`src/rph_regs.svh`:
```
`ifndef RPH_REGS_SVH
`define RPH_REGS_SVH
`define RPH_LEN_VAR 2'h1
`define RPH_LEN_INF 2'h2
`define RPH_PREAMBLE_BYTE 8'haa
`define RPH_EXIT_RX 2'h3
`define RPH_GDO_RX_THR 6'h00
`define RPH_GDO_RX_END 6'h01
`define RPH_GDO_TX_THR 6'h02
`define RPH_GDO_TX_FULL 6'h03
`define RPH_GDO_SYNC_PKT 6'h06
`define RPH_CRC_INIT 16'hffff
`define RPH_CRC_POLY 16'h8005
`define RPH_PN9_INIT 9'h1ff
`define RPH_FILL_CAP 4'hf
`endif

```
`src/rph_pkg.sv`:
```
package rph_pkg;
  typedef struct packed {
    logic [1:0] length_mode_select;
    logic [7:0] max_length_value;
    logic crc_enable;
    logic crc_fail_flush_enable;
    logic status_append_enable;
    logic whitening_enable;
    logic fec_interleave_enable;
    logic addr_check_enable;
    logic [7:0] node_address;
    logic [7:0] preamble_count;
    logic [15:0] sync_word;
    logic sync_long;
    logic [1:0] rx_exit_state_select;
    logic [5:0] general_output_pin_0_select;
    logic [5:0] general_output_pin_2_select;
    logic [5:0] fifo_threshold;
  } rph_cfg_t;
  typedef struct packed {
    logic tx_starved;
    logic rx_busy;
    logic tx_busy;
    logic spare;
    logic [3:0] fill;
  } rph_chip_status_t;
  typedef struct packed {
    logic general_output_pin_2;
    logic general_output_pin_0;
  } rph_pkt_status_t;
  typedef struct packed {
    logic crc_pass_flag;
    logic [6:0] link_quality_value;
  } rph_status2_t;
  typedef enum logic [5:0] {
    TX_IDLE = 6'h01, TX_PRE = 6'h02, TX_SYNC = 6'h04,
    TX_DATA = 6'h08, TX_CRC = 6'h10, TX_STARVED = 6'h20
  } rph_tx_state_t;
  typedef enum logic [5:0] {
    RX_IDLE = 6'h01, RX_SEARCH = 6'h02, RX_DATA = 6'h04,
    RX_CRC = 6'h08, RX_END = 6'h10, RX_STAT = 6'h20
  } rph_rx_state_t;
endpackage

```
`src/rph_radio_packet_handler.sv`:
```
`timescale 1ns/1ps
`include "rph_regs.svh"
module rph_radio_packet_handler import rph_pkg::*; #(
  parameter int DEPTH = 64
) (
  input logic clock,
  input logic sys_rst,
  input rph_cfg_t cfg,
  input logic tx_start_strobe,
  input logic rx_start_strobe,
  input logic tx_fifo_flush_strobe,
  input logic rx_fifo_flush_strobe,
  input logic tx_wr_strobe,
  input logic [7:0] tx_wr_data,
  input logic rx_rd_strobe,
  output logic [7:0] rx_rd_data_ff,
  input logic status_fifo_select,
  output rph_chip_status_t chip_status_ff,
  output logic [7:0] line_tx_byte_ff,
  output logic line_tx_valid_ff,
  input logic line_tx_ready,
  input logic [7:0] line_rx_byte,
  input logic line_rx_valid,
  input logic [7:0] rssi_value,
  input logic [6:0] link_quality_value,
  output logic general_output_pin_0_ff,
  output logic general_output_pin_2_ff,
  output rph_pkt_status_t packet_status_register_ff,
  output logic [$clog2(DEPTH):0] rx_fill_count_ff,
  output logic [$clog2(DEPTH):0] tx_fill_count_ff
);
  localparam int AW = $clog2(DEPTH);
  localparam logic [AW:0] FULL = (AW+1)'(DEPTH);

  logic [7:0] tx_mem [DEPTH];
  logic [7:0] rx_mem [DEPTH];
  logic [AW:0] tx_wp_ff, tx_rp_ff, rx_wp_ff, rx_rp_ff, rx_pkt_wp_ff, tx_cnt, rx_cnt, rx_rp_nxt;
  rph_tx_state_t tx_st_ff;
  rph_rx_state_t rx_st_ff;
  logic [7:0] tx_cnt_ff, rx_cnt_ff, tx_head, tx_coded, rx_d, rx_crc_hi_ff;
  logic tx_first_ff, tx_pkt_ff, fec_pend_ff, rx_first_ff, rx_pkt_ff, rx_addr_ff;
  logic rx_half_ff, rx_ok_ff, rx_idx_ff, tx_load, tx_pop, tx_emit, rx_dv, rd_ok, rx_hit;
  logic [7:0] fec_lo_ff, tx_line0;
  logic [3:0] rx_hi_ff;
  logic [39:0] rx_hist_ff, rx_hist_n;
  logic [15:0] tx_crc, rx_crc;
  logic [7:0] tx_pn, rx_pn, rx_raw;
  logic rx_var, rx_end_pay;

  // rate-1/2 nibble code: each bit with its complement, order reversed to spread bursts
  function automatic logic [7:0] fec_enc(input logic [3:0] n);
    logic [7:0] e;
    e = 8'h00;
    for (int i = 0; i < 4; i++) begin
      e[2*i+1] = n[3-i];
      e[2*i] = ~n[3-i];
    end
    return e;
  endfunction

  function automatic logic [3:0] fec_dec(input logic [7:0] e);
    logic [3:0] n;
    n = 4'h0;
    for (int i = 0; i < 4; i++) begin
      n[3-i] = e[2*i+1];
    end
    return n;
  endfunction

  function automatic logic gdo_fn(input logic [5:0] sel, input logic [AW:0] rc,
                                  input logic [AW:0] tc);
    case (sel)
      `RPH_GDO_RX_THR: gdo_fn = rc >= {1'b0, cfg.fifo_threshold};
      `RPH_GDO_RX_END: gdo_fn = (rc >= {1'b0, cfg.fifo_threshold}) || (rx_st_ff == RX_END);
      `RPH_GDO_TX_THR: gdo_fn = tc >= {1'b0, cfg.fifo_threshold};
      `RPH_GDO_TX_FULL: gdo_fn = tc == FULL;
      `RPH_GDO_SYNC_PKT: gdo_fn = tx_pkt_ff || rx_pkt_ff;
      default: gdo_fn = 1'b0;
    endcase
  endfunction

  assign tx_cnt = tx_wp_ff - tx_rp_ff;
  assign rx_cnt = rx_wp_ff - rx_rp_ff;
  assign tx_head = tx_mem[tx_rp_ff[AW-1:0]];
  assign tx_load = !line_tx_valid_ff || line_tx_ready;
  assign tx_pop = tx_load && !fec_pend_ff && tx_st_ff == TX_DATA && tx_cnt != '0;
  assign tx_emit = tx_pop || (tx_load && !fec_pend_ff && tx_st_ff == TX_CRC);
  assign tx_coded = (tx_st_ff == TX_CRC ? (tx_cnt_ff[0] ? tx_crc[7:0] : tx_crc[15:8]) : tx_head)
                    ^ (cfg.whitening_enable ? tx_pn : 8'h00);
  assign tx_line0 = cfg.fec_interleave_enable ? fec_enc(tx_coded[7:4]) : tx_coded;

  rph_codec u_tx_codec (
    .clock(clock), .sys_rst(sys_rst),
    .init(tx_st_ff == TX_IDLE), .pn_step(tx_emit), .crc_step(tx_pop && cfg.crc_enable),
    .crc_data(tx_head), .crc_ff(tx_crc), .pn_byte(tx_pn)
  );

  always_ff @(posedge clock) begin
    if (tx_wr_strobe && tx_cnt != FULL) begin
      tx_mem[tx_wp_ff[AW-1:0]] <= tx_wr_data;
    end
  end

  always_ff @(posedge clock or posedge sys_rst) begin
    if (sys_rst) begin
      tx_wp_ff <= '0;
    end else if (tx_wr_strobe && tx_cnt != FULL) begin
      tx_wp_ff <= tx_wp_ff + 1'b1;
    end
  end

  always_ff @(posedge clock or posedge sys_rst) begin
    if (sys_rst) begin
      tx_st_ff <= TX_IDLE;
      tx_rp_ff <= '0;
      tx_cnt_ff <= 8'h00;
      tx_first_ff <= 1'b0;
      tx_pkt_ff <= 1'b0;
      fec_pend_ff <= 1'b0;
      fec_lo_ff <= 8'h00;
      line_tx_byte_ff <= 8'h00;
      line_tx_valid_ff <= 1'b0;
    end else begin
      if (line_tx_ready) begin
        line_tx_valid_ff <= 1'b0;
      end
      if (tx_pop) begin
        tx_rp_ff <= tx_rp_ff + 1'b1;
      end
      if (tx_emit) begin
        line_tx_byte_ff <= tx_line0;
        line_tx_valid_ff <= 1'b1;
        fec_pend_ff <= cfg.fec_interleave_enable;
        fec_lo_ff <= fec_enc(tx_coded[3:0]);
      end
      if (tx_load && fec_pend_ff) begin
        line_tx_byte_ff <= fec_lo_ff;
        line_tx_valid_ff <= 1'b1;
        fec_pend_ff <= 1'b0;
      end else begin
        case (tx_st_ff)
          TX_IDLE: begin
            if (tx_start_strobe) begin
              tx_st_ff <= TX_PRE;
              tx_cnt_ff <= cfg.preamble_count;
            end
          end
          TX_PRE: begin
            if (tx_load) begin
              line_tx_byte_ff <= `RPH_PREAMBLE_BYTE;
              line_tx_valid_ff <= 1'b1;
              if (tx_cnt_ff > 8'h01) begin
                tx_cnt_ff <= tx_cnt_ff - 8'h01;
              end else if (tx_cnt != '0) begin
                tx_st_ff <= TX_SYNC;
                tx_cnt_ff <= 8'h00;
              end
            end
          end
          TX_SYNC: begin
            if (tx_load) begin
              line_tx_byte_ff <= tx_cnt_ff[0] ? cfg.sync_word[7:0] : cfg.sync_word[15:8];
              line_tx_valid_ff <= 1'b1;
              tx_cnt_ff <= tx_cnt_ff + 8'h01;
              if (tx_cnt_ff == (cfg.sync_long ? 8'h03 : 8'h01)) begin
                tx_st_ff <= TX_DATA;
                tx_pkt_ff <= 1'b1;
                tx_first_ff <= cfg.length_mode_select == `RPH_LEN_VAR;
                tx_cnt_ff <= cfg.max_length_value;
              end
            end
          end
          TX_DATA: begin
            if (tx_load && tx_cnt == '0) begin
              tx_st_ff <= TX_STARVED;
            end else if (tx_pop) begin
              tx_first_ff <= 1'b0;
              tx_cnt_ff <= tx_first_ff ? tx_head : tx_cnt_ff - 8'h01;
              if (cfg.length_mode_select != `RPH_LEN_INF &&
                  (tx_first_ff ? tx_head == 8'h00 : tx_cnt_ff == 8'h01)) begin
                tx_st_ff <= cfg.crc_enable ? TX_CRC : TX_IDLE;
                tx_pkt_ff <= cfg.crc_enable;
                tx_cnt_ff <= 8'h00;
              end
            end
          end
          TX_CRC: begin
            if (tx_emit) begin
              tx_cnt_ff <= 8'h01;
              if (tx_cnt_ff[0]) begin
                tx_st_ff <= TX_IDLE;
                tx_pkt_ff <= 1'b0;
              end
            end
          end
          TX_STARVED: begin
            tx_pkt_ff <= 1'b0;
          end
          default: tx_st_ff <= TX_IDLE;
        endcase
      end
      if (tx_fifo_flush_strobe) begin
        tx_rp_ff <= tx_wp_ff;
        if (tx_st_ff == TX_STARVED) begin
          tx_st_ff <= TX_IDLE;
        end
      end
    end
  end

  // receive: sync search on raw bytes, then FEC decode and dewhiten
  assign rx_hist_n = {rx_hist_ff[31:0], line_rx_byte};
  assign rx_hit = rx_st_ff == RX_SEARCH && line_rx_valid && (cfg.sync_long ?
    (rx_hist_n[31:0] == {cfg.sync_word, cfg.sync_word} && rx_hist_n[39:32] == `RPH_PREAMBLE_BYTE) :
    (rx_hist_n[15:0] == cfg.sync_word && rx_hist_n[23:16] == `RPH_PREAMBLE_BYTE));
  assign rx_dv = (rx_st_ff == RX_DATA || rx_st_ff == RX_CRC) && line_rx_valid &&
                 (!cfg.fec_interleave_enable || rx_half_ff);
  assign rx_raw = cfg.fec_interleave_enable ? {rx_hi_ff, fec_dec(line_rx_byte)} : line_rx_byte;
  assign rx_d = rx_raw ^ (cfg.whitening_enable ? rx_pn : 8'h00);
  assign rx_var = cfg.length_mode_select == `RPH_LEN_VAR;
  assign rx_end_pay = cfg.length_mode_select != `RPH_LEN_INF &&
                      (rx_first_ff ? rx_d == 8'h00 : rx_cnt_ff == 8'h01);
  assign rd_ok = rx_rd_strobe && rx_cnt != '0;
  assign rx_rp_nxt = rx_rp_ff + {{AW{1'b0}}, rd_ok};

  rph_codec u_rx_codec (
    .clock(clock), .sys_rst(sys_rst),
    .init(rx_hit), .pn_step(rx_dv), .crc_step(rx_dv && rx_st_ff == RX_DATA),
    .crc_data(rx_d), .crc_ff(rx_crc), .pn_byte(rx_pn)
  );

  always_ff @(posedge clock or posedge sys_rst) begin
    if (sys_rst) begin
      rx_rp_ff <= '0;
      rx_rd_data_ff <= 8'h00;
    end else if (rd_ok) begin
      rx_rd_data_ff <= rx_mem[rx_rp_ff[AW-1:0]];
      rx_rp_ff <= rx_rp_ff + 1'b1;
    end
  end

  always_ff @(posedge clock or posedge sys_rst) begin
    if (sys_rst) begin
      rx_st_ff <= RX_IDLE;
      rx_wp_ff <= '0;
      rx_pkt_wp_ff <= '0;
      rx_hist_ff <= '0;
      rx_cnt_ff <= 8'h00;
      rx_first_ff <= 1'b0;
      rx_addr_ff <= 1'b0;
      rx_pkt_ff <= 1'b0;
      rx_half_ff <= 1'b0;
      rx_hi_ff <= 4'h0;
      rx_ok_ff <= 1'b1;
      rx_idx_ff <= 1'b0;
      rx_crc_hi_ff <= 8'h00;
    end else begin
      if ((rx_st_ff == RX_DATA || rx_st_ff == RX_CRC) && line_rx_valid &&
          cfg.fec_interleave_enable) begin
        rx_half_ff <= !rx_half_ff;
        rx_hi_ff <= fec_dec(line_rx_byte);
      end
      case (rx_st_ff)
        RX_IDLE: begin
          if (rx_start_strobe) begin
            rx_st_ff <= RX_SEARCH;
          end
        end
        RX_SEARCH: begin
          if (line_rx_valid) begin
            rx_hist_ff <= rx_hist_n;
          end
          if (rx_hit) begin
            rx_st_ff <= RX_DATA;
            rx_pkt_ff <= 1'b1;
            rx_half_ff <= 1'b0;
            rx_hist_ff <= '0;
            rx_pkt_wp_ff <= rx_wp_ff;
            rx_first_ff <= rx_var;
            rx_addr_ff <= cfg.addr_check_enable && !rx_var;
            rx_cnt_ff <= cfg.max_length_value;
          end
        end
        RX_DATA: begin
          if (rx_dv) begin
            if ((rx_first_ff && rx_d > cfg.max_length_value) ||
                (rx_addr_ff && rx_d != cfg.node_address)) begin
              rx_st_ff <= RX_SEARCH;
              rx_pkt_ff <= 1'b0;
              rx_wp_ff <= rx_pkt_wp_ff;
            end else begin
              if (rx_cnt != FULL) begin
                rx_mem[rx_wp_ff[AW-1:0]] <= rx_d;
                rx_wp_ff <= rx_wp_ff + 1'b1;
              end
              rx_first_ff <= 1'b0;
              rx_addr_ff <= rx_first_ff && cfg.addr_check_enable;
              rx_cnt_ff <= rx_first_ff ? rx_d : rx_cnt_ff - 8'h01;
              if (rx_end_pay) begin
                rx_st_ff <= cfg.crc_enable ? RX_CRC : RX_END;
                rx_ok_ff <= 1'b1;
                rx_idx_ff <= 1'b0;
              end
            end
          end
        end
        RX_CRC: begin
          if (rx_dv) begin
            rx_idx_ff <= 1'b1;
            rx_crc_hi_ff <= rx_d;
            if (rx_idx_ff) begin
              rx_ok_ff <= {rx_crc_hi_ff, rx_d} == rx_crc;
              rx_st_ff <= RX_END;
            end
          end
        end
        RX_END: begin
          rx_idx_ff <= 1'b0;
          if (cfg.crc_fail_flush_enable && !rx_ok_ff) begin
            rx_wp_ff <= rx_rp_nxt;
          end
          if (cfg.status_append_enable && !(cfg.crc_fail_flush_enable && !rx_ok_ff)) begin
            rx_st_ff <= RX_STAT;
          end else begin
            rx_st_ff <= cfg.rx_exit_state_select == `RPH_EXIT_RX ? RX_SEARCH : RX_IDLE;
            rx_pkt_ff <= 1'b0;
          end
        end
        RX_STAT: begin
          if (rx_cnt != FULL) begin
            rx_mem[rx_wp_ff[AW-1:0]] <= rx_idx_ff ? rph_status2_t'({rx_ok_ff, link_quality_value})
                                                  : rssi_value;
            rx_wp_ff <= rx_wp_ff + 1'b1;
          end
          rx_idx_ff <= 1'b1;
          if (rx_idx_ff) begin
            rx_st_ff <= cfg.rx_exit_state_select == `RPH_EXIT_RX ? RX_SEARCH : RX_IDLE;
            rx_pkt_ff <= 1'b0;
          end
        end
        default: rx_st_ff <= RX_IDLE;
      endcase
      if (rx_fifo_flush_strobe) begin
        rx_wp_ff <= rx_rp_nxt;
      end
    end
  end

  // fill and chip status mirrors lag the FIFOs by one cycle, packet status by two; the host tolerates this like any poll
  always_ff @(posedge clock or posedge sys_rst) begin
    if (sys_rst) begin
      general_output_pin_0_ff <= 1'b0;
      general_output_pin_2_ff <= 1'b0;
      packet_status_register_ff <= '0;
      rx_fill_count_ff <= '0;
      tx_fill_count_ff <= '0;
      chip_status_ff <= '0;
    end else begin
      general_output_pin_0_ff <= gdo_fn(cfg.general_output_pin_0_select, rx_cnt, tx_cnt);
      general_output_pin_2_ff <= gdo_fn(cfg.general_output_pin_2_select, rx_cnt, tx_cnt);
      packet_status_register_ff <= {general_output_pin_2_ff, general_output_pin_0_ff};
      rx_fill_count_ff <= rx_cnt;
      tx_fill_count_ff <= tx_cnt;
      chip_status_ff.tx_starved <= tx_st_ff == TX_STARVED;
      chip_status_ff.rx_busy <= rx_st_ff != RX_IDLE;
      chip_status_ff.tx_busy <= tx_st_ff != TX_IDLE;
      chip_status_ff.spare <= 1'b0;
      chip_status_ff.fill <= (status_fifo_select ? rx_cnt : tx_cnt) > AW'(`RPH_FILL_CAP) ?
        `RPH_FILL_CAP : (status_fifo_select ? rx_cnt[3:0] : tx_cnt[3:0]);
    end
  end

  chk_len_drop: assert property (@(posedge clock) disable iff (sys_rst)
    rx_st_ff == RX_DATA && rx_dv && rx_first_ff && rx_d > cfg.max_length_value
    |=> rx_st_ff == RX_SEARCH && rx_wp_ff == $past(rx_pkt_wp_ff)) else $error("oversize kept");
  chk_crc_flush: assert property (@(posedge clock) disable iff (sys_rst)
    rx_st_ff == RX_END && cfg.crc_fail_flush_enable && !rx_ok_ff && !rx_rd_strobe
    |=> rx_wp_ff == rx_rp_ff) else $error("rx fifo not flushed on crc fail");
  chk_starve_hold: assert property (@(posedge clock) disable iff (sys_rst)
    tx_st_ff == TX_STARVED && !tx_fifo_flush_strobe |=> tx_st_ff == TX_STARVED)
    else $error("left starved state without flush");
  chk_pre_byte: assert property (@(posedge clock) disable iff (sys_rst)
    tx_st_ff == TX_PRE && tx_load && !fec_pend_ff |=> line_tx_valid_ff &&
    line_tx_byte_ff == `RPH_PREAMBLE_BYTE) else $error("preamble byte wrong");
  chk_plain_data: assert property (@(posedge clock) disable iff (sys_rst)
    tx_pop && tx_st_ff == TX_DATA && !cfg.whitening_enable && !cfg.fec_interleave_enable
    |=> line_tx_byte_ff == $past(tx_head)) else $error("unwhitened byte altered");
  chk_sync_hunt: assert property (@(posedge clock) disable iff (sys_rst)
    rx_hit |=> rx_st_ff == RX_DATA && rx_pkt_ff) else $error("sync not taken");
  chk_gdo_pkt: assert property (@(posedge clock) disable iff (sys_rst)
    cfg.general_output_pin_0_select == `RPH_GDO_SYNC_PKT |=> general_output_pin_0_ff ==
    $past(tx_pkt_ff || rx_pkt_ff)) else $error("pin does not follow packet");
  chk_pin_status: assert property (@(posedge clock) disable iff (sys_rst)
    ##1 packet_status_register_ff == $past({general_output_pin_2_ff, general_output_pin_0_ff}, 1)
    && rx_fill_count_ff == $past(rx_cnt)) else $error("status mirror wrong");
endmodule // rph_radio_packet_handler

```
`src/rph_codec.sv`:
```
`timescale 1ns/1ps
`include "rph_regs.svh"
module rph_codec (
  input logic clock,
  input logic sys_rst,
  input logic init,
  input logic pn_step,
  input logic crc_step,
  input logic [7:0] crc_data,
  output logic [15:0] crc_ff,
  output logic [7:0] pn_byte
);
  logic [8:0] pn_ff;

  function automatic logic [15:0] crc_upd(input logic [15:0] c, input logic [7:0] d);
    logic [15:0] r;
    r = c;
    for (int i = 7; i >= 0; i--) begin
      r = (r[15] ^ d[i]) ? ((r << 1) ^ `RPH_CRC_POLY) : (r << 1);
    end
    return r;
  endfunction

  // eight steps of x^9+x^5+1 per byte, low bits go out first
  function automatic logic [8:0] pn_adv(input logic [8:0] s);
    logic [8:0] r;
    r = s;
    for (int i = 0; i < 8; i++) begin
      r = {r[0] ^ r[5], r[8:1]};
    end
    return r;
  endfunction

  assign pn_byte = pn_ff[7:0];

  always_ff @(posedge clock or posedge sys_rst) begin
    if (sys_rst) begin
      crc_ff <= `RPH_CRC_INIT;
    end else if (init) begin
      crc_ff <= `RPH_CRC_INIT;
    end else if (crc_step) begin
      crc_ff <= crc_upd(crc_ff, crc_data);
    end
  end

  always_ff @(posedge clock or posedge sys_rst) begin
    if (sys_rst) begin
      pn_ff <= `RPH_PN9_INIT;
    end else if (init) begin
      pn_ff <= `RPH_PN9_INIT;
    end else if (pn_step) begin
      pn_ff <= pn_adv(pn_ff);
    end
  end

  chk_pn_seed: assert property (@(posedge clock) disable iff (sys_rst)
    init |=> pn_ff == `RPH_PN9_INIT) else $error("pn9 not seeded to all ones");
endmodule // rph_codec

```
`config.mk`:
```
export PLATFORM = sky130hd
export DESIGN_NAME = rph_radio_packet_handler
export DESIGN_NICKNAME = d
export VERILOG_FILES = /design/src/rph_pkg.sv /design/src/rph_radio_packet_handler.sv /design/src/rph_codec.sv
export VERILOG_INCLUDE_DIRS = /design/src
export SDC_FILE = /design/constraint.sdc
export NUM_CORES = 2
export LEC_CHECK = 0
export BUFFER_PORTS_ARGS = -buffer_cell sky130_fd_sc_hd__buf_4
export CAP_MARGIN = 20
export CORE_ASPECT_RATIO = 0.75
export CORE_UTILIZATION = 50
export CTS_BUF_LIST = sky130_fd_sc_hd__clkbuf_2 sky130_fd_sc_hd__clkbuf_4 sky130_fd_sc_hd__clkbuf_8
export DETAILED_ROUTE_END_ITERATION = 10
export PLACE_DENSITY = 0.76
export SKIP_LAST_GASP = 1
export SYNTH_ARGS = -nofsm -noshare
export SYNTH_HDL_FRONTEND = slang
export SYNTH_SLANG_ARGS = --single-unit
```
`constraint.sdc`:
```
create_clock -name clock -period 6.19 [get_ports clock]
set_input_delay 0 -clock clock [delete_from_list [all_inputs] [get_ports clock]]
set_output_delay 0 -clock clock [all_outputs]
set_load 0.005 [all_outputs]
```
* Word level (Yosys, flattened, before mapping) *
Memory sizes are Yosys's and may differ from the RTL's. A register that Yosys moved wholly into a read port is not among the register bits.
Cells that the tools add are included.

storage, ports and cells
  bits in registers = 208
  input port bits = 111
  output and inout bits = 43
  memories = 2
  RAM bits = 1024
  logic and storage cells = 411

cells by class
  eq/ne operators = 60
  reduce and logical (&&, ||, !) cells = 77
  mux-type cells = 159
  add/subtract/negate cells = 10
  bitwise operators = 60
  magnitude comparators = 5

memories
  name    words  width  read ports  clocked after Yosys merged registers in  write ports  line                            source
  rx_mem  64     8      1           1                                        1            rph_radio_packet_handler.sv:36  logic [7:0] rx_mem [DEPTH];
  tx_mem  64     8      1           0                                        1            rph_radio_packet_handler.sv:35  logic [7:0] tx_mem [DEPTH];

operators by type and width
  kind                                                                    count
  16-bit 2-to-1 mux                                                       20
  8-bit 2-to-1 mux                                                        28
  6-bit 2-to-1 mux                                                        23
  6-bit case mux with 6 select lines                                      2
  32-bit 2-to-1 mux                                                       2
  7-bit 2-to-1 mux                                                        8
  1-bit 2-to-1 mux                                                        53
  3-bit NOT                                                               16
  8-bit case mux with 5 select lines                                      1
  6-bit by 2-bit equality test with 1-bit output (second input constant)  6
  9-bit 2-to-1 mux                                                        4
  2-bit != test (second input constant)                                   18
  16-bit equality test                                                    2
  32-bit equality test                                                    1
  8-bit case mux with 2 select lines                                      2
  1-bit bitwise XOR                                                       32
  7-bit by 1-bit adder with 7-bit output (second input constant)          4
  1-bit logical AND                                                       27
  6-bit by 1-bit equality test with 1-bit output (second input constant)  4
  6-bit by 3-bit equality test with 1-bit output (second input constant)  4
  7-bit case mux with 3 select lines                                      1
  2-bit nonzero test                                                      10
  6-bit AND reduction                                                     3
  9-bit AND reduction                                                     2
  other kinds (46)                                                        98

* Logic depth before layout (Yosys ltp) *
  depth in word-level cells = 20
  mapped depth = 22

* Cells and area by module *
From an unflattened synthesis, not the netlist that was laid out.

second synthesis, totals
  cells, all modules = 3420
  area, all modules = 54185.7 um^2

by module, submodules not included
  module                    area each (um^2)  sequential area each (um^2)  cells each  times used
  rph_radio_packet_handler  51310.5           34907.2                      3136        1
  rph_codec                 1437.6            656.9                        142         2

* Worst setup path after synthesis *
Ideal clock, no wire load.

  kind = in2reg
  start point = in sys_rst
  end point = mem rx_mem[0][5] (data pin)
  stages = 6
  path buffers = 1
  slack = -1371 ps
  data arrival time = 6859 ps
  required time = 5488 ps
  cell sequence = inv_1 nand2_1 nor2_1 clkbuf_1 nand2_1 o21ai_0

between the ends
  longest elaborated chain between the ends = 4

ends and longest elaborated chain
  element                                  line                             source
  start: declaration                       rph_radio_packet_handler.sv:7    input logic sys_rst,
  1-bit logical NOT (no line)              n/a
  1-bit logical AND (not written as such)  rph_radio_packet_handler.sv:331  rx_mem[rx_wp_ff[AW-1:0]] <= rx_idx_ff ? rph_status2_t'({rx_ok_ff, link_quality_value})
  1-bit 2-to-1 mux                         rph_radio_packet_handler.sv:331
  8-bit 2-to-1 mux (no line)               n/a
  end: declaration                         rph_radio_packet_handler.sv:36

Every way passes these cells.

* Worst setup path in the final report *
  start point = reg rx_rp_ff[1]
  end point = reg rx_wp_ff[1]

between the ends
  longest elaborated chain between the ends = 7

ends and longest elaborated chain
  element                                                                     line                                                                                               source
  start: declaration                                                          rph_radio_packet_handler.sv:37                                                                     logic [AW:0] tx_wp_ff, tx_rp_ff, rx_wp_ff, rx_rp_ff, rx_pkt_wp_ff, tx_cnt, rx_cnt, rx_rp_nxt;
  start signal: assignment                                                    rph_radio_packet_handler.sv:238                                                                    rx_rp_ff <= rx_rp_ff + 1'b1;
  7-bit subtractor (*)                                                        rph_radio_packet_handler.sv:83                                                                     assign rx_cnt = rx_wp_ff - rx_rp_ff;
  via rx_cnt[5]                                                               rph_radio_packet_handler.sv:37
  7-bit nonzero test or 7-bit != test (tied branches)                         rph_radio_packet_handler.sv:223, rph_radio_packet_handler.sv:292, rph_radio_packet_handler.sv:330
  1-bit logical AND or 7-bit 2-to-1 mux (tied branches)                       n/a
  7-bit by 1-bit adder with 7-bit output or 7-bit 2-to-1 mux (tied branches)  n/a
  7-bit 2-to-1 mux (on tied branches)                                         n/a
  7-bit case mux with 3 select lines                                          rph_radio_packet_handler.sv:263                                                                    case (rx_st_ff)
  7-bit 2-to-1 mux (*)                                                        rph_radio_packet_handler.sv:343                                                                    if (rx_fifo_flush_strobe) begin
  end signal: assignment                                                      rph_radio_packet_handler.sv:320                                                                    rx_wp_ff <= rx_rp_nxt;
  end signal: assignment                                                      rph_radio_packet_handler.sv:333                                                                    rx_wp_ff <= rx_wp_ff + 1'b1;
  end signal: assignment                                                      rph_radio_packet_handler.sv:344                                                                    rx_wp_ff <= rx_rp_nxt;
  end: declaration                                                            rph_radio_packet_handler.sv:37

The timed path passes the listed nets; every way through them passes the cells marked *. The select of a mux whose other input is x is not followed.
A chain may end at the register's enable or synchronous reset.

==> results.yml <==
run_status:
  outcome: "finished, final reports clean"
synthesis:
  syn-num-nets: 3432
  synth-edff-count: 1024
  ys.flop_type: "edfxtp_1"
  synth.avg_cell_area_um2: 16.28
  synth-seq-cells: 1240
  ys_seq_area_share_pct: 67.91
  yosysUniqueCellTypes: 84
  netlist_area_um2: 53340
  async_flop_share_pct: 17.42
  yosysWarnings: 0
  synthCells: 3276
grt:
  overflow: 0
  grt_pass1_vias: 31260
  grt_use_total_pct: 25.29
  antenna_found_initial: 5
  grt_pass1_wl_mm: 203.2
  grt_max_degree: 128
setup_path:
  cp_cell_sequence: "inv_1, ha_1, nor2b_1, o21ai_0, a21oi_1, o21ai_0, nor3b_1, nor2_1, or3_1, o21a_1, ha_1, ha_1, inv_1, o21ai_0, a221o_1, a221oi_1, a21oi_1, dlygate4sd3_1"
  arrival_ns: 6.06
  max_stage_delay_ns: 0.65
  cp_num_cells: 18
  rrSetupSlack_ns: 0.90
  critPathLaunchType: "register"
  timing.rr.end: "rx_wp_ff[1]"
  endpoint_kind: "register"
  cp_max_fo: 24
  reg2reg_from: "rx_rp_ff[1]"
  rr_worst_depth: 18
  cp_slowest_cell: "dfrtp_4"
  critPathKind: "reg2reg"
  required_ns: 6.95
  critical_path_buf_inv_count: 3
  crit_path_end: "rx_wp_ff[1]"
  crit_start: "rx_rp_ff[1]"
  path_delay_family: "compound AO/OA/AOI/OAI gates"
detailed_routing:
  routed_via_density: 6.134
  post_drt_wl_per_cell_um: 26.11
  ant_nets: 0
  first_iter_violations: 4233
  drc_errors: 0
  wl_mm: 136.2
  dr.pass1.iters: 6
  vias: 31990
clock_tree:
  clkTransAtPathRegs_ns: 0.07
  cts_buffers: 181
  cts-root-buf: "clkbuf_8"
  clk_latency_ns: 0.88
  cts.sinks: 1240
  cts_setup_buffers: 0
  tritoncts: "yes"
  htreeDepth: 4
  clock_path_buffers: 3
final_layout:
  fin_nets: 3800
  post-route-util_pct: 58.13
  syn_to_final_growth_pct: 15.03
  drive_above_1_share_pct: 24.50
placed_design:
  gp_congestion: 0.9358
  port_buffers: 152
  dp_hpwl_mm: 85.83
floorplan:
  num_rows: 103
  start_util_pct: 50.54
  core_region_area_um2: 105500
  dieHeight_um: 284.9
  die_area_um2: 108000
  num_io_pins: 154
  die_x_um: 379.1
timing:
  max_freq_mhz: 188.9
  worst_pin_slew_ns: 1.070
  setup_violations: 0
  relSlewSlack_pct: 28.43
  period_share_pct: 85.51
  slew_violations: 0
  fin_hold_ws_ns: 0.07874
  hold_violations: 0
  fin_skew_ns: 0.05583
  rsz0062_at_grt: "false"
  post-route-min-period_ns: 5.293
flow_run:
  cap_violations: 0
power_and_ir_drop:
  p_leak_nw: 21.22
  power.density_nw_per_um2: 411.2
  ir_drop_v: 0.0002888
hold_path:
  hold_path.class: "in2reg"
==> per-layer routing <==
metal / up-vias / track usage [%] / wire length [um]
met5: - / 0 / 28
met4: 4 / 7.127 / 3089
met3: 247 / 7.274 / 16370
met2: 2005 / 36.41 / 60570
met1: 16250 / 37.67 / 56140
li1: 13490 / - / -
==> registers in the layout, indices dropped and copies added, names as in the netlist, 4 cells and up <==
register and flops:
chip_status_ff 7, fec_lo_ff 8, line_tx_byte_ff 8, rx_cnt_ff 8, rx_crc_hi_ff 8, rx_fill_count_ff 7, rx_hi_ff 4, rx_hist_ff 32
rx_mem 512, rx_pkt_wp_ff 7, rx_rd_data_ff 8, rx_rp_ff 7, rx_st_ff 6, rx_wp_ff 7, tx_cnt_ff 8, tx_fill_count_ff 7
tx_mem 512, tx_rp_ff 7, tx_st_ff 6, tx_wp_ff 7, u_rx_codec.crc_ff 16, u_rx_codec.pn_ff 9, u_tx_codec.crc_ff 16, u_tx_codec.pn_ff 9
==> worst min-delay path: stages <==
cell	delay, ns
dlygate4sd3_1	0.53
buf_4	0.10
inv_1	0.03
a21oi_1	0.12
a22o_1	0.13
==> power breakdown <==
part | total [mW] | switching, mW | internal [mW] | leakage, nW
sequential | 10.2 | 0.604 | 9.57 | 11.8
clock | 6.76 | 3.24 | 3.52 | 1.94
combinational | 8.30 | 4.58 | 3.72 | 7.45
total | 25.2 | 8.43 | 16.8 | 21.2
==> worst min path at each step <==
stage	start	to	cells after the start
floorplan	cfg[15]	general_output_pin_0_ff	1
global placement	cfg[15]	general_output_pin_0_ff	2
detailed placement	cfg[15]	general_output_pin_0_ff	2
CTS	cfg[58]	rx_st_ff[3]	4
global route	cfg[34]	rx_hist_ff[19]	7
finish	cfg[39]	tx_cnt_ff[2]	5
==> layout by cell type, fill, tap and decap left out, drive strengths merged, types with 48 or more instances in the layout <==
master       count
a21oi          101
buf            207
clkbuf         227
clkinv          89
dfrtp          163
dfstp           53
dlygate4sd3    156
edfxtp        1024
inv             69
mux2            48
mux2i           54
mux4           296
nand2          247
nand3           74
nor2           252
o21ai          115
xnor2          131
xor2            54
==> metrics by stage <==
| stage | TNS, ns | instances | power (mW) | worst slack (ns) | area (um2) |
|---|---|---|---|---|---|
| 3_5_place_dp | 0 | 4716 | 18.25 | 1.319 | 55960 |
| 6_report | 0 | 5216 | 25.23 | 0.8967 | 61360 |
| 2_1_floorplan | -439.84 | 3276 | 15.69 | -0.8591 | 53340 |
| 4_1_cts | 0 | 5205 | 25.15 | 0.9045 | 61230 |
| 3_3_place_gp | 0 | 4715 | 18.15 | 1.431 | 55950 |
| 5_1_grt | 0 | 5215 | 26.19 | 0.5505 | 61360 |
==> kinds of logic after synthesis <==
logic type	after synthesis	share of synthesized area [%]
adders and majority gates	45	1.084
other	1	0.007030
DFF	1240	67.91
xor gates and xnor gates	187	3.167
muxes	398	14.55
AOI/OAI and AO/OA	377	4.459
buffers and inverters	245	2.043
and+or+nand+nor	783	6.786
==> layout make-up <==
| class | instances | area [um2] |
|---|---|---|
| clock buffers | 226 | 2879 |
| repair buffers | 364 | 3226 |
| flip-flops and latches | 1240 | 36240 |
| multi-input cells | 1791 | 16140 |
| clock inverters | 109 | 840.8 |
| well taps | 1417 | 1773 |
| inverters | 66 | 251.5 |
| fillers | 7662 | 44190 |
| diodes | 3 | 7.507 |
==> synth_stat cells, drive strengths merged (14+ instances only) <==
cell type	number	area (um2)
nor3	37	185.2
a21oi	101	505.5
a211oi	23	172.7
nor2b	21	131.4
inv	63	236.5
a22oi	15	112.6
nand2	247	927.1
nor2	252	945.9
nor4	18	118.9
dfrtp	163	4079
ha	43	538.0
clkbuf	106	399.1
o21ai	115	583.1
edfxtp	1024	30750
mux2	48	540.5
or3	14	87.58
nand2b	18	112.6
mux2i	54	553.0
xor2	54	480.5
nand4	21	131.4
xnor2	131	1162
mux4	296	6666
buf	73	442.9
dfstp	53	1393
a21o	14	105.1
nand3	74	370.4
==> repair_timing <==
action / CTS / global route
endpoints found under the hold margin: 784 / 11
hold buffers: 154 / 2
gates resized for setup: 0 / 0
(Power assumes the default switching activity.)
